===== src/pwmc_map.svh =====
// register offsets, field positions and reset values of the pwm clock and channel control block
`ifndef PWMC_MAP_SVH
`define PWMC_MAP_SVH

`define PWMC_OFS_MR 8'h00
`define PWMC_OFS_ENA 8'h04
`define PWMC_OFS_DIS 8'h08
`define PWMC_OFS_SR 8'h0C
`define PWMC_OFS_IER 8'h10
`define PWMC_OFS_IDR 8'h14
`define PWMC_OFS_IMR 8'h18
`define PWMC_OFS_ISR 8'h1C
`define PWMC_OFS_ICR 8'h20

`define PWMC_DIV_A_LSB 0
`define PWMC_PRE_A_LSB 8
`define PWMC_DIV_B_LSB 16
`define PWMC_PRE_B_LSB 24
`define PWMC_MR_MASK 32'h0FFF_0FFF
`define PWMC_MR_RST 32'h0000_0000
`define PWMC_PRE_MAX 4'hA
`define PWMC_NCH 4

`endif


===== src/pwmc_pkg.sv =====
// types of the pwm clock and channel control block
`default_nettype none
package pwmc_pkg;

   typedef struct packed {
      logic [9:0] pre_cnt;
      logic [7:0] div_cnt_a;
      logic [7:0] div_cnt_b;
      logic tick_a;
      logic tick_b;
      logic [31:0] mr;
      logic [3:0] chan_en;
      logic [3:0] imr;
      logic [3:0] isr;
      logic dph_wr;
      logic [7:0] dph_addr;
      logic [31:0] rdata;
   } pwmc_state_t;

endpackage
`default_nettype wire


===== src/pwmc_ctrl.sv =====
// pwm clock generators, channel enables and channel interrupt control behind ahb-lite
// Notes on behaviour
// - divide factor zero stops the derived clock
// - divide factor one passes prescaler output through
// - factors 2 to 255 divide prescaler output exactly
// - prescale code k up to 10 selects master clock over 2^k
// - enable write sets channel outputs for ones
// - disable write clears channel outputs for ones
// - state register shows which channels are enabled
// - irq enable write sets mask bits for ones
// - irq disable write clears mask bits for ones
// - masked period end raises interrupt until flags read, cleared through the flag clear register or masked off by irq disable write
// - reading period flags returns and clears them
//
// Design decisions made here: the AHB-Lite slave port and the address map.
`timescale 1ns/1ps
`default_nettype none
`include "pwmc_map.svh"

module pwmc_ctrl (
   // clock and reset
   input wire logic hclk,
   input wire logic hresetn,
   // ahb-lite slave
   input wire logic hsel,
   input wire logic [31:0] haddr,
   input wire logic [1:0] htrans,
   input wire logic hwrite,
   input wire logic [2:0] hsize,
   input wire logic [31:0] hwdata,
   input wire logic hready,
   output logic [31:0] hrdata,
   output logic hreadyout,
   output logic hresp,
   // channel side
   input wire logic [3:0] period_end,
   output logic [3:0] channel_enabled,
   output logic derived_clock_a,
   output logic derived_clock_b,
   // interrupt
   output logic irq
);

   pwmc_pkg::pwmc_state_t st_r;
   pwmc_pkg::pwmc_state_t st_nxt;

   logic addr_ok;
   logic rd_req;
   logic pt_a;
   logic pt_b;
   logic [8:0] step_a;
   logic [8:0] step_b;
   logic [3:0] wdat;
   logic [3:0] isr_clr;
   // mode register fields of the two generators
   logic [7:0] div_a;
   logic [3:0] pre_a;
   logic [7:0] div_b;
   logic [3:0] pre_b;

   // one master clock cycle in 2^sel; reserved codes give no tick
   function automatic logic pre_tick(input logic [9:0] cnt, input logic [3:0] sel);
      logic [10:0] m;
      m = (11'h001 << sel) - 11'h001;
      if (sel > `PWMC_PRE_MAX) begin
         pre_tick = 1'b0;
      end else begin
         pre_tick = ((cnt & m[9:0]) == m[9:0]);
      end
   endfunction

   // returns {tick, next count} of one divider stage
   function automatic logic [8:0] div_step(input logic [7:0] cnt, input logic [7:0] div,
                                           input logic pt);
      div_step = {1'b0, cnt};
      if (div == 8'h00) begin
         div_step = 9'h000;
      end else if (div == 8'h01) begin
         div_step = {pt, 8'h00};
      end else if (pt) begin
         if (cnt >= div - 8'h01) begin
            div_step = {1'b1, 8'h00};
         end else begin
            div_step = {1'b0, cnt + 8'h01};
         end
      end
   endfunction

   assign addr_ok = (haddr[31:8] == 24'h00_0000) && (haddr[1:0] == 2'b00);
   assign rd_req = hsel && hready && htrans[1] && !hwrite;
   assign div_a = st_r.mr[`PWMC_DIV_A_LSB +: 8];
   assign pre_a = st_r.mr[`PWMC_PRE_A_LSB +: 4];
   assign div_b = st_r.mr[`PWMC_DIV_B_LSB +: 8];
   assign pre_b = st_r.mr[`PWMC_PRE_B_LSB +: 4];
   assign pt_a = pre_tick(st_r.pre_cnt, pre_a);
   assign pt_b = pre_tick(st_r.pre_cnt, pre_b);
   assign step_a = div_step(st_r.div_cnt_a, div_a, pt_a);
   assign step_b = div_step(st_r.div_cnt_b, div_b, pt_b);
   assign wdat = hwdata[3:0];

   always_comb begin
      st_nxt = st_r;
      isr_clr = 4'h0;
      st_nxt.pre_cnt = st_r.pre_cnt + 10'h001;
      st_nxt.div_cnt_a = step_a[7:0];
      st_nxt.tick_a = step_a[8];
      st_nxt.div_cnt_b = step_b[7:0];
      st_nxt.tick_b = step_b[8];
      // data phase of a write
      if (st_r.dph_wr) begin
         case (st_r.dph_addr)
            `PWMC_OFS_MR: st_nxt.mr = hwdata & `PWMC_MR_MASK;
            `PWMC_OFS_ENA: st_nxt.chan_en = st_r.chan_en | wdat;
            `PWMC_OFS_DIS: st_nxt.chan_en = st_r.chan_en & ~wdat;
            `PWMC_OFS_IER: st_nxt.imr = st_r.imr | wdat;
            `PWMC_OFS_IDR: st_nxt.imr = st_r.imr & ~wdat;
            `PWMC_OFS_ICR: isr_clr = wdat;
            default: ;
         endcase
      end
      // address phase: capture write target, or fetch read data
      st_nxt.dph_wr = hsel && hready && htrans[1] && hwrite && addr_ok;
      st_nxt.dph_addr = haddr[7:0];
      if (rd_req) begin
         st_nxt.rdata = 32'h0000_0000;
         if (addr_ok) begin
            case (haddr[7:0])
               // mode, state and mask reads already see a write in its data phase right ahead of them
               `PWMC_OFS_MR: st_nxt.rdata = st_nxt.mr;
               `PWMC_OFS_SR: st_nxt.rdata = {28'h000_0000, st_nxt.chan_en};
               `PWMC_OFS_IMR: st_nxt.rdata = {28'h000_0000, st_nxt.imr};
               `PWMC_OFS_ISR: begin
                  st_nxt.rdata = {28'h000_0000, st_r.isr};
                  isr_clr = 4'hF;
               end
               default: st_nxt.rdata = 32'h0000_0000;
            endcase
         end
      end
      // a period end in the clearing cycle is kept
      st_nxt.isr = (st_r.isr & ~isr_clr) | period_end;
   end

   always_ff @(posedge hclk or negedge hresetn) begin
      if (!hresetn) begin
         st_r <= '{pre_cnt: 10'h000, div_cnt_a: 8'h00, div_cnt_b: 8'h00, tick_a: 1'b0,
                   tick_b: 1'b0, mr: `PWMC_MR_RST, chan_en: 4'h0, imr: 4'h0, isr: 4'h0,
                   dph_wr: 1'b0, dph_addr: 8'h00, rdata: 32'h0000_0000};
      end else begin
         st_r <= st_nxt;
      end
   end

   assign hrdata = st_r.rdata;
   assign hreadyout = 1'b1;
   assign hresp = 1'b0;
   assign channel_enabled = st_r.chan_en;
   assign derived_clock_a = st_r.tick_a;
   assign derived_clock_b = st_r.tick_b;
   assign irq = |(st_r.isr & st_r.imr);

   // checks
   logic dwr_ena;
   logic dwr_dis;
   logic dwr_ier;
   logic dwr_idr;
   logic rd_isr;
   logic rd_sr;
   logic dwr_mr;
   logic dwr_icr;
   logic rd_wo;
   assign dwr_ena = st_r.dph_wr && (st_r.dph_addr == `PWMC_OFS_ENA);
   assign dwr_dis = st_r.dph_wr && (st_r.dph_addr == `PWMC_OFS_DIS);
   assign dwr_ier = st_r.dph_wr && (st_r.dph_addr == `PWMC_OFS_IER);
   assign dwr_idr = st_r.dph_wr && (st_r.dph_addr == `PWMC_OFS_IDR);
   assign rd_isr = rd_req && addr_ok && (haddr[7:0] == `PWMC_OFS_ISR);
   assign rd_sr = rd_req && addr_ok && (haddr[7:0] == `PWMC_OFS_SR);
   assign dwr_mr = st_r.dph_wr && (st_r.dph_addr == `PWMC_OFS_MR);
   assign dwr_icr = st_r.dph_wr && (st_r.dph_addr == `PWMC_OFS_ICR);
   assign rd_wo = rd_req && addr_ok && (haddr[7:0] == `PWMC_OFS_ENA);
endmodule
`default_nettype wire


===== config.mk =====
export PLATFORM = sky130hd
export DESIGN_NAME = pwmc_ctrl
export DESIGN_NICKNAME = d
export VERILOG_FILES = /design/src/pwmc_pkg.sv /design/src/pwmc_ctrl.sv
export VERILOG_INCLUDE_DIRS = /design/src
export SDC_FILE = /design/constraint.sdc
export NUM_CORES = 1
export LEC_CHECK = 0
export BUFFER_PORTS_ARGS = -buffer_cell sky130_fd_sc_hd__clkbuf_2
export CORE_ASPECT_RATIO = 2
export CORE_MARGIN = 5
export CORE_UTILIZATION = 50
export DETAILED_ROUTE_END_ITERATION = 6
export PLACE_DENSITY = 0.72
export RECOVER_POWER = 50
export SYNTH_ARGS = -nofsm -noshare
export SYNTH_HDL_FRONTEND = slang
export SYNTH_SLANG_ARGS = --single-unit

===== constraint.sdc =====
create_clock -name hclk -period 4.8 [get_ports hclk]
set_clock_uncertainty 0.05 [all_clocks]
set_input_delay 0.96 -clock hclk [delete_from_list [all_inputs] [get_ports hclk]]
set_output_delay 0.96 -clock hclk [all_outputs]
set_load 0.01 [all_outputs]

* Word level (Yosys, flattened, before mapping)
Cells that the tools add are included.
** Cells by class
- Shift operators :: 2
- Add/subtract/negate cells :: 7
- Bitwise gates (word level) :: 11
- Magnitude comparators :: 4
- Equal/unequal tests :: 12
- Multiplexer cells :: 21
- Reductions and logical operators :: 16
** Operator list (number)
- $pmux 32 s4 :: 1
- $mux 9 :: 8
- $mux 32 :: 2
- $mux 40 :: 1
- $eq 8x5->1 const B :: 4
- $logic_not 8->1 :: 4
- $logic_not 24->1 :: 1
- $and 10x10->10 :: 2
- $eq 10x10->1 :: 2
- $mux 4 :: 5
- $shl 1x4->10 const A :: 2
- $sub 10x1->10 const B :: 2
- $add 8x1->8 const B :: 2
- $and 4x4->4 :: 4
- $eq 8x1->1 const B :: 2
- $eq 8x4->1 const B :: 2
- $ge 8x8->1 :: 2
- $pmux 4 s2 :: 2
- $sub 8x1->8 const B :: 2
- $or 4x4->4 :: 3
- $add 10x1->10 const B :: 1
- $eq 8x3->1 const B :: 1
- $eq 8x6->1 const B :: 1
- $gt 4x4->1 const B :: 2
- other kinds (7) :: 15
** Word-level totals
- Register bits :: 113
- Input bits :: 78
- Output and inout bits :: 41
- Word-level logic and storage cells :: 85

* Logic depth before layout (Yosys ltp)
Gate-level depths: netlist of run 1.
- Word-level depth :: 9
- Depth in mapped cells :: 12
- Gate-level depth less buffers :: 12

* Least setup slack after synthesis of run 1
Ideal clock, no wire load.
- Kind :: reg2reg
- Start point :: reg st_r, in the netlist pre_a[0]
- End point :: reg st_r[100] (netlist name)
- Slack :: 1.779 ns
- Clock period less this slack :: 3.021 ns
- Buffers on the path :: 2
- Stages on the path, launching flop included :: 11
- Setup time :: 0.126 ns
- Arrival time :: 2.845 ns
- Cells stage by stage :: dfrtp_1 > inv_1 > or4_1 > ha_1 > and2b_2 > a221o_1 > or4_1 > buf_6 > and2_4 > buf_6 > a221o_1
** Between the ends
- Word-level cells in the longest chain between the ends :: 6
- Elaborated cells on any way between the ends :: 7
- Classes of those cells :: add/sub (1); order compare (1); eq/ne (1); shift (1); mux (1); bitwise (1); reduce/logical (1)
** Ends and longest elaborated chain
- from (decl) :: RTL line pwmc_ctrl.sv:44 : pwmc_pkg::pwmc_state_t st_r;
- from (signal assigned) :: RTL line pwmc_ctrl.sv:146 : st_r <= '{pre_cnt: 10'h000, div_cnt_a: 8'h00, div_cnt_b: 8'h00, tick_a: 1'b0,
- from (signal assigned) :: RTL line pwmc_ctrl.sv:150 : st_r <= st_nxt;
- $shl 1x4->10 :: RTL line pwmc_ctrl.sv:64 : m = (11'h001 << sel) - 11'h001;
- $sub 10x1->10 :: RTL line pwmc_ctrl.sv:64
- $and 10x10->10 :: RTL line pwmc_ctrl.sv:68 : pre_tick = ((cnt & m[9:0]) == m[9:0]);
- $eq 10x10->1 :: RTL line pwmc_ctrl.sv:68
- $mux 1 (*) :: RTL line pwmc_ctrl.sv:65 : if (sel > `PWMC_PRE_MAX) begin
- $reduce_bool 3->1 (no line) (*)
Every way passes the cells marked *; elsewhere a longest branch is shown, timed or not.
A chain may end at the register's enable or synchronous reset.

* Worst setup path after layout of run 1
- Start point :: reg st_r, in the netlist pre_a[0]
- End point :: reg st_r[101] (netlist name)
The elaborated chain is that of the path after synthesis.

==> key figures, run 1 <==
Critical path
  • Startpoint Class: flop
  • Worst Path Required: 5.10 ns
  • Critical path endpoint category: flop
  • Critical path type: flop to flop
  • Worst Path Arrival: 3.74 ns
  • Worst reg-to-reg path cell count: 8
  • Max FO, Critical Path: 9
  • Crit-path cells: inv_1 -> or4_1 -> ha_1 -> and2b_2 -> a221o_1 -> or4_1 -> nor3b_2 -> a221o_2
  • Most used cell, CP: or4_1
  • Reg2reg end: st_r[101]
  • R2R setup slack: 1.36 ns
  • Largest delay contributor family on the critical path: simple AND/OR/NAND/NOR gates
  • Critical path buffers and inverters: 1
  • Worst r2r src: pre_a[0]
  • Crit path largest cell delay: 0.67 ns
  • Slowest-stage cell, CP: or4_1

Synthesis
  • Mapped Avg Cell Area: 9.89 um^2
  • Synthesized cell area: 5900 um^2
  • Async S/R FF share, synth: 100%
  • Distinct cells, synth: 66
  • Synth Register Bits: 113
  • Register area share after synthesis: 47.9%
  • Post-synth EDFFs: 0
  • Syn Inst Count: 597
  • Ys Warns: 0
  • Dominant synthesized flop cell: dfrtp_1
  • Syn Nets: 700

STA
  • Final Hold Fails: 0
  • Post-route clock period utilization: 71.7%
  • Final Max Slew Viols: 82
  • Tmin final: 3.44 ns
  • RSZ-0062 raised after global routing: no
  • # setup viols final: 0
  • Achievable Freq: 291 MHz
  • Slew headroom: -36.3%
  • Slew at the pin closest to its max-slew limit: 2.04 ns
  • Smallest hold slack: 0.437 ns
  • Setup_tns: 0 ns

Layout
  • Multi-input combinational cell area: 2650 um^2
  • Inserted Diodes: 0
  • Most frequent cells in the layout: dfrtp_1 (113), nand2_1 (91), clkbuf_2 (67)
  • Layout area overhead: 15.8%
  • Fillers: 1,033
  • Storage element area: 2830 um^2
  • Non-Filler Instances: 825
  • Share of layout cells above drive strength 1: 17.9%
  • Commonest non-fill, non-tap cell in the layout: dfrtp_1
  • Final net count: 770

Clock network
  • Buffer depth of the longest clock path: 2
  • CTS root buffer: clkbuf_16
  • Clock slew at reported path FFs: 0.06 ns
  • CTS buffer count: 17
  • H-tree levels: 4
  • Worst skew pair latency: 0.41 ns
  • Clock sink total: 113
  • CTS tree: done
  • Post-CTS Resized: 0
  • Setup Fix Bufs, Post-CTS: 0
  • Hold-fix buffers at CTS: 0

GRT
  • Total track usage: 22.3%
  • Global-route wire length before repair: 24.7 mm
  • Initial antenna violation count: 0
  • Largest net degree at the start of global routing: 82
  • Vias in the first global route: 5,231
  • Grt ovf: 0

Placement
  • Post-DP HPWL: 11.1 mm
  • GP Congestion: 0.939
  • Port Buf Inserts: 104
  • Post-Place Cells: 793

Routing
  • First-iteration detailed-routing DRC count: 284
  • Vias/cell: 5.96
  • Detailed-route DRC error count: 0
  • WL per Instance: 18.4 um
  • First-pass DRT Iterations: 7
  • ANT nets after route: 0
  • Via Count: 4,913
  • Routed WL: 15.2 mm

Hold path
  • Hold depth: 1
  • Hold path start: st_r[67]
  • Hold Crit Class: flop to flop
  • Worst hold endpoint: st_r[67]

Power
  • Max IR drop VDD: 271 uV
  • Power Density: 344 nW/um^2
  • Pleak: 0.00317 uW

Floorplanning
  • Die width: 86.8 um
  • Die Y: 164 um
  • Die Area: 14,200 um^2
  • Total core area: 11,600 um^2
  • # rows: 56
  • I/O Pins: 119
  • Initial Util: 50.7%

Job
  • Max cap viols: 1

Status
  • Violated checks: capacitance limit, slew limit
  • Status: finished, violations left
==> cells by family (layout without fill, tap and decap cells) <==
group	count (synthesis)	in the layout	synth area share [%]
simple gates	241	241	20.7
fa+ha+maj	25	25	5.30
other cells	2	2	0.127
xor+xnor	22	22	3.26
mux	2	2	0.382
flops	113	113	47.9
buf+inv	70	153	7.25
compound gates	122	122	15.1
==> worst max path at each step <==
stage	from	endpoint	slack, ns	depth (start not counted)
floorplan	pre_a[0]	st_r[100]	1.78	10
global placement	pre_a[0]	st_r[101]	1.52	8
detailed placement	pre_a[0]	st_r[101]	1.40	8
CTS	pre_a[0]	st_r[101]	1.36	8
global route	pre_a[0]	st_r[101]	1.26	8
finish	pre_a[0]	st_r[101]	1.36	8
==> synth_stat cells (all sizes together), types with 2 or more instances <==
library cell	count	area share, %
o31ai	2	0.25
or4b	2	0.34
nor4	19	2.0
conb	2	0.13
nor3b	4	0.59
a211oi	3	0.38
nand3	28	2.4
nor2b	2	0.21
and4	3	0.45
and2b	2	0.28
xnor2	16	2.4
a21o	2	0.25
a221oi	3	0.45
buf	43	5.4
and3	6	0.64
a22oi	2	0.25
nor2	27	1.7
a22o	30	4.5
nand2	91	5.8
nand4	6	0.64
dfrtp	113	48
ha	25	5.3
and2	12	1.3
inv	13	0.83
or2	3	0.32
xor2	6	0.89
mux2	2	0.38
clkbuf	13	0.83
o21ai	38	3.2
a221o	13	2.2
o211ai	2	0.25
or4	3	0.45
a21oi	7	0.59
nor3	20	1.9
a31o	4	0.59
a21boi	2	0.25
nor4b	3	0.45
o22ai	4	0.42
nand2b	5	0.53
==> power by group <==
part	leakage (uW)	internal [uW]	switching (uW)	total, uW
sequential	0.00140	956	2.79	959
combinational	0.00147	21.5	35.8	57.3
clock	0.000303	834	496	1330
==> per-stage QoR <==
step | util (%) | power [uW] | setup WS [ns] | area (um^2)
after floorplan | - | 985 | 1.78 | 5900
after detailed placement | 53.8 | 1040 | 1.40 | 6260
after CTS | 59.2 | 2370 | 1.36 | 6880
after global routing | 58.7 | 2420 | 1.26 | 6830
final | 58.7 | 2350 | 1.36 | 6830
after global placement | 53.8 | 1030 | 1.52 | 6260
==> sequential cells by signal (all words and copies together), names as in the netlist <==
signal,flops
hrdata,32
st_r,51
pre_b,4
pre_a,4
derived_clock_a,1
channel_enabled,4
div_b,8
div_a,8
derived_clock_b,1
==> final cells by class <==
class                      instances  area share (%)
clock buffer                      17            6.23
clock inverter                    15            2.91
inverter                          13           0.714
multi-input combinational        414            38.7
sequential                       113            41.4
tap                              145            2.66
timing repair buffer             108            7.38
==> per-layer routing <==
| metal | global-route usage [%] | routed length (um) | vias up |
|---|---|---|---|
| met3 | 4.24 | 779 | 55 |
| met2 | 40.9 | 8480 | 191 |
| met5 | 0 | 0 | - |
| met4 | 12.9 | 593 | 0 |
| li1 | - | - | 2277 |
| met1 | 22.7 | 5330 | 2390 |
No activity file was read; power rests on OpenSTA's default activity.
==> inputs of run 2 (changes only) <==
==> constraint.sdc (replaced) <==
create_clock -name hclk -period 3.53 [get_ports hclk]
set_clock_uncertainty 0.05 [all_clocks]
set_input_delay 0.706 -clock hclk [delete_from_list [all_inputs] [get_ports hclk]]
set_output_delay 0.706 -clock hclk [all_outputs]
set_load 0.01 [all_outputs]
==> key figures, run 2 (synthesis gave the netlist of run 1 again) <==
Critical path
  • Crit-path cells: nor2_1 -> nand3_1 -> ha_1 -> or4b_2 -> o221ai_1 -> a221oi_1 -> or4b_2 -> o21a_1 -> a221o_1
  • Largest delay contributor family on the critical path: simple AND/OR/NAND/NOR gates
  • Critical path type: flop to flop
  • Startpoint Class: flop
  • Most used cell, CP: or4b_2
  • Worst Path Arrival: 3.58 ns
  • Max FO, Critical Path: 9
  • Critical path endpoint category: flop
  • Crit path largest cell delay: 0.78 ns
  • Slowest-stage cell, CP: or4b_2
  • Worst Path Required: 3.77 ns
  • Critical path buffers and inverters: 0
  • Critical Path Stages: 9
  • Worst reg-to-reg path cell count: 9

GRT
  • Largest net degree at the start of global routing: 59
  • Initial antenna violation count: 0
  • Global-route wire length before repair: 24.9 mm
  • Grt ovf: 0
  • Total track usage: 22.2%
  • Vias in the first global route: 5,186

Power
  • Switch Pwr: 633 uW
  • Internal power: 2510 uW
  • Switching part of the total: 20.2%
  • Gate power share: 2.5%
  • Max IR drop VDD: 344 uV
  • Pleak: 0.00328 uW
  • Sequential Power Share: 41.6%
  • Power Density: 457 nW/um^2
  • Clock power share: 56.0%

Placement
  • Port Buf Inserts: 104
  • Placed cell area: 6280 um^2
  • Post-DP HPWL: 11.0 mm
  • GP Congestion: 1.01

Routing
  • First-iteration detailed-routing DRC count: 250
  • Vias/cell: 5.87
  • Routed WL: 14.9 mm
  • First-pass DRT Iterations: 5
  • WL per Instance: 18.1 um
  • ANT nets after route: 0
  • Via Count: 4,847
  • Detailed-route DRC error count: 0

Floorplanning
  • Die Y: 164 um
  • Initial Util: 50.7%
  • Total core area: 11,600 um^2
  • Die width: 86.8 um
  • Die Area: 14,200 um^2
  • # rows: 56
  • I/O Pins: 119

Layout
  • Fillers: 1,007
  • Inserted Diodes: 0
  • Final net count: 772
  • Most frequent cells in the layout: dfrtp_1 (113), clkbuf_2 (97), nand2_1 (91)
  • Post-route cell area: 6880 um^2
  • Share of layout cells above drive strength 1: 22.2%
  • Max reg flops: 51
  • Layout area overhead: 16.5%
  • Commonest non-fill, non-tap cell in the layout: dfrtp_1
  • Reg with most FFs: st_r

STA
  • Setup_tns: 0 ns
  • Final Max Slew Viols: 0
  • Final Hold Fails: 0
  • Achievable Freq: 300 MHz
  • RSZ-0062 raised after global routing: no
  • # setup viols final: 0
  • Post-route clock period utilization: 94.6%
  • Slew headroom: 5.94%
  • Slew at the pin closest to its max-slew limit: 1.41 ns
  • Tmin final: 3.34 ns

Clock network
  • CTS buffer count: 17
  • Hold-fix buffers at CTS: 0
  • H-tree levels: 4
  • CTS tree: done
  • Clock sink total: 113
  • Buffer depth of the longest clock path: 2
  • CTS root buffer: clkbuf_16
  • Clock slew at reported path FFs: 0.05 ns
  • Worst skew pair latency: 0.41 ns

Job
  • Max cap viols: 0

Status
  • Status: finished clean

Hold path
  • Hold depth: 1
  • Hold Crit Class: input pin to flop
==> run 2: changes by cell type in the layout (fill, tap and decap cells not counted) <==
cell      change
inv_8         -2
clkinv_2      +3
clkinv_4      -2
nor3b_2       -1
clkbuf_1     -28
nor3b_4       +1
clkbuf_8      +4
buf_4         +1
inv_6         -5
clkbuf_2     +30
==> run 2: path summary, 6_finish.rpt <==
kind                            slack, ns         endpoint  startpoint
worst max-delay path                 0.19         st_r[92]    pre_b[1]
worst min-delay path                 0.39         st_r[34]    haddr[2]
worst max register to register       0.19         st_r[92]    pre_b[1]
worst min register to register       0.43         st_r[68]    st_r[68]
max in group asynchronous            0.82  derived_clock_a     hresetn
min in group asynchronous            0.55       hrdata[13]     hresetn
==> run 2: stage by stage <==
step / util, % / std cells / hold slack, ns / worst slack, ns / power, uW
after floorplan: - / 597 / 0.360 / 0.509 / 1340
after global placement: 54.0 / 795 / 0.416 / 0.330 / 1410
after detailed placement: 54.0 / 795 / 0.422 / 0.217 / 1410
after CTS: 59.3 / 826 / 0.316 / 0.197 / 3170
after global routing: 59.1 / 826 / 0.382 / 0.0240 / 3240
final: 59.1 / 826 / 0.391 / 0.191 / 3140
==> run 2: repair_timing <==
item,in CTS,in global routing
resized for setup,0,1
endpoints found under the hold margin,0,0
setup buffers,0,0
endpoints found under the setup margin,0,2
==> run 2: layout make-up <==
type	instances	area [um^2]	share of cell area, %
Timing Repair Buffer	110	553	8.04
Clock buffer	22	484	7.04
Sequential cell	113	2830	41.1
Clock inverter	9	130	1.89
Inverter	13	48.8	0.709
Multi-Input combinational cell	414	2650	38.6
Tap cell	145	181	2.64
==> run 2: power by group through the flow <==
stage	logic, uW	clock network [uW]	registers (uW)
finish	77.1	1760	1310
CTS	82.8	1780	1310
floorplan	12.1	0	1330
global placement	79.9	0	1330
global route	88.0	1850	1310
detailed placement	82.6	0	1330
==> run 2: metal layers <==
layer | vias to the layer above | routed length, um | global-route usage [%]
li1 | 2280 | - | -
met4 | 0 | 588 | 11.2
met2 | 183 | 8160 | 40.1
met3 | 50 | 751 | 5.40
met5 | - | 0 | 0
met1 | 2334 | 5460 | 23.3
==> inputs of run 3 (changes only) <==
--- a/config.mk
+++ b/config.mk
@@ -9,10 +9,11 @@
 export BUFFER_PORTS_ARGS = -buffer_cell sky130_fd_sc_hd__clkbuf_2
 export CORE_ASPECT_RATIO = 2
 export CORE_MARGIN = 5
-export CORE_UTILIZATION = 50
+export CORE_UTILIZATION = 41
 export DETAILED_ROUTE_END_ITERATION = 6
-export PLACE_DENSITY = 0.72
+export PLACE_DENSITY = 0.6
 export RECOVER_POWER = 50
+export REMOVE_ABC_BUFFERS = 1
 export SYNTH_ARGS = -nofsm -noshare
 export SYNTH_HDL_FRONTEND = slang
 export SYNTH_SLANG_ARGS = --single-unit
==> key figures, run 3 (synthesis gave the netlist of run 1 again) <==
Status
  • Status: finished, violations left
  • Violated checks: capacitance limit, slew limit

Clock network
  • H-tree levels: 4
  • CTS tree: done
  • Post-CTS Resized: 0
  • Worst skew pair latency: 0.41 ns
  • CTS buffer count: 17
  • Buffer depth of the longest clock path: 2
  • Setup Fix Bufs, Post-CTS: 0
  • Clock slew at reported path FFs: 0.06 ns
  • Hold-fix buffers at CTS: 0
  • CTS root buffer: clkbuf_16
  • Clock sink total: 113

Layout
  • Share of layout cells above drive strength 1: 22.4%
  • Fillers: 1,355
  • Inserted Diodes: 0
  • Final net count: 773
  • Multi-input combinational cell area: 2650 um^2
  • Layout area overhead: 17.8%
  • Reg with most FFs: st_r
  • Max reg flops: 51
  • Most frequent cells in the layout: dfrtp_1 (113), clkbuf_2 (97), nand2_1 (91)
  • Storage element area: 2830 um^2
  • Commonest non-fill, non-tap cell in the layout: dfrtp_1

Routing
  • M1 wire length: 5.75 mm
  • Detailed-route DRC error count: 0
  • ANT nets after route: 0
  • WL per Instance: 17.6 um
  • Vias/cell: 5.56
  • Detail Route met2 WL: 8.42 mm
  • First-iteration detailed-routing DRC count: 181
  • Highest routed layer: met4
  • Routed WL: 15.4 mm
  • Via Count: 4,866
  • Met3 routed WL: 713 um
  • First-pass DRT Iterations: 4

GRT
  • Grt ovf: 0
  • Total track usage: 18.8%
  • Largest net degree at the start of global routing: 50
  • Global-route wire length before repair: 25.3 mm
  • Initial antenna violation count: 0
  • Vias in the first global route: 5,259

Critical path
  • Critical path type: flop to flop
  • Worst reg-to-reg path cell count: 8
  • Critical path endpoint category: flop
  • Worst r2r src: pre_a[0]
  • Worst Path Required: 3.76 ns
  • Crit path largest cell delay: 0.70 ns
  • Max FO, Critical Path: 9
  • Startpoint Class: flop
  • Crit-path cells: inv_1 -> or4_1 -> ha_1 -> and2b_2 -> a221o_1 -> or4_1 -> and2_4 -> a221o_1
  • Slowest-stage cell, CP: or4_1
  • Worst Path Arrival: 3.55 ns
  • Reg2reg end: st_r[102]
  • R2R setup slack: 0.20 ns

Floorplanning
  • Total core area: 14,300 um^2
  • # rows: 62
  • Die Area: 17,000 um^2
  • Die Y: 180 um
  • Die width: 94.8 um
  • Initial Util: 41.3%
  • I/O Pins: 119

Placement
  • Setup WS pre-CTS: 0.146 ns
  • Port Buf Inserts: 104
  • GP Congestion: 0.842
  • Post-DP HPWL: 11.3 mm

STA
  • Tmin final: 3.33 ns
  • Post-route clock period utilization: 94.2%
  • RSZ-0062 raised after global routing: no
  • Final Hold Fails: 0
  • Achievable Freq: 301 MHz
  • Smallest hold slack: 0.391 ns
  • Slew headroom: -7.76%
  • Setup_tns: 0 ns
  • Slew at the pin closest to its max-slew limit: 1.62 ns
  • # setup viols final: 0
  • Final Max Slew Viols: 31
  • Final setup margin: 0.204 ns

Job
  • Max cap viols: 1

Hold path
  • Hold depth: 1
  • Hold path start: haddr[2]
  • Hold Crit Class: input pin to flop
  • Worst hold endpoint: st_r[34]

Power
  • Max IR drop VDD: 322 uV
  • Pleak: 0.00328 uW
  • Power Density: 460 nW/um^2
  • PnR Total Power: 3200 uW
[run 3: cell count changes in the layout (fill, tap and decap cells not counted)]
cell	before	now
clkbuf_8	4	2
clkinv_2	3	0
inv_6	0	4
clkinv_4	2	3
clkinvlp_4	1	3
[run 3: final cells by class]
cell class,count,share of cell area (%)
clock buffers,19,6.51
clock inverters,13,2.50
inverters,13,0.702
multi-input cells,414,38.2
flip-flops and latches,113,40.7
well taps,192,3.46
repair buffers,111,8.01
[run 3: through the flow]
stage / utilization [%] / instance area, um^2 / cells
6_report: 48.7 / 6950 / 875
3_5_place_dp: 44.4 / 6340 / 843
4_1_cts: 48.8 / 6970 / 875
5_1_grt: 48.7 / 6950 / 875
3_3_place_gp: 44.4 / 6340 / 843
2_1_floorplan: - / 5520 / 540
[run 3: layer usage]
layer	global-route usage [%]	vias up
met2	33.6	147
met4	9.49	0
met3	4.18	36
li1	-	2271
met1	20.1	2412
met5	0	-
[run 3: worst max-delay path: cells and delay by family, from the launching register on]
kind                     cells  cell delay (ns)
flip-flops                   1             0.45
adder cells (fa/ha/maj)      1             0.25
buffers and inverters        1             0.10
AND/OR/NAND/NOR              4             1.71
AO/OA/AOI/OAI                2             0.62
[run 3: power by group]
group | leakage, uW | internal (uW) | switching, uW | total [uW]
logic | 0.00158 | 29.1 | 51.2 | 80.3
registers | 0.00140 | 1300 | 3.94 | 1300
clock network | 0.000297 | 1160 | 652 | 1810
total | 0.00328 | 2490 | 707 | 3200
[run 3: worst max path at each step]
stage / slack (ns) / end / startpoint
after CTS: 0.14 / st_r[101] / pre_a[0]
after floorplan: 0.56 / st_r[100] / pre_a[0]
after global placement: 0.26 / st_r[101] / pre_a[0]
after global routing: 0.1 / st_r[99] / pre_a[0]
final: 0.20 / st_r[102] / pre_a[0]
after detailed placement: 0.15 / st_r[101] / pre_a[0]
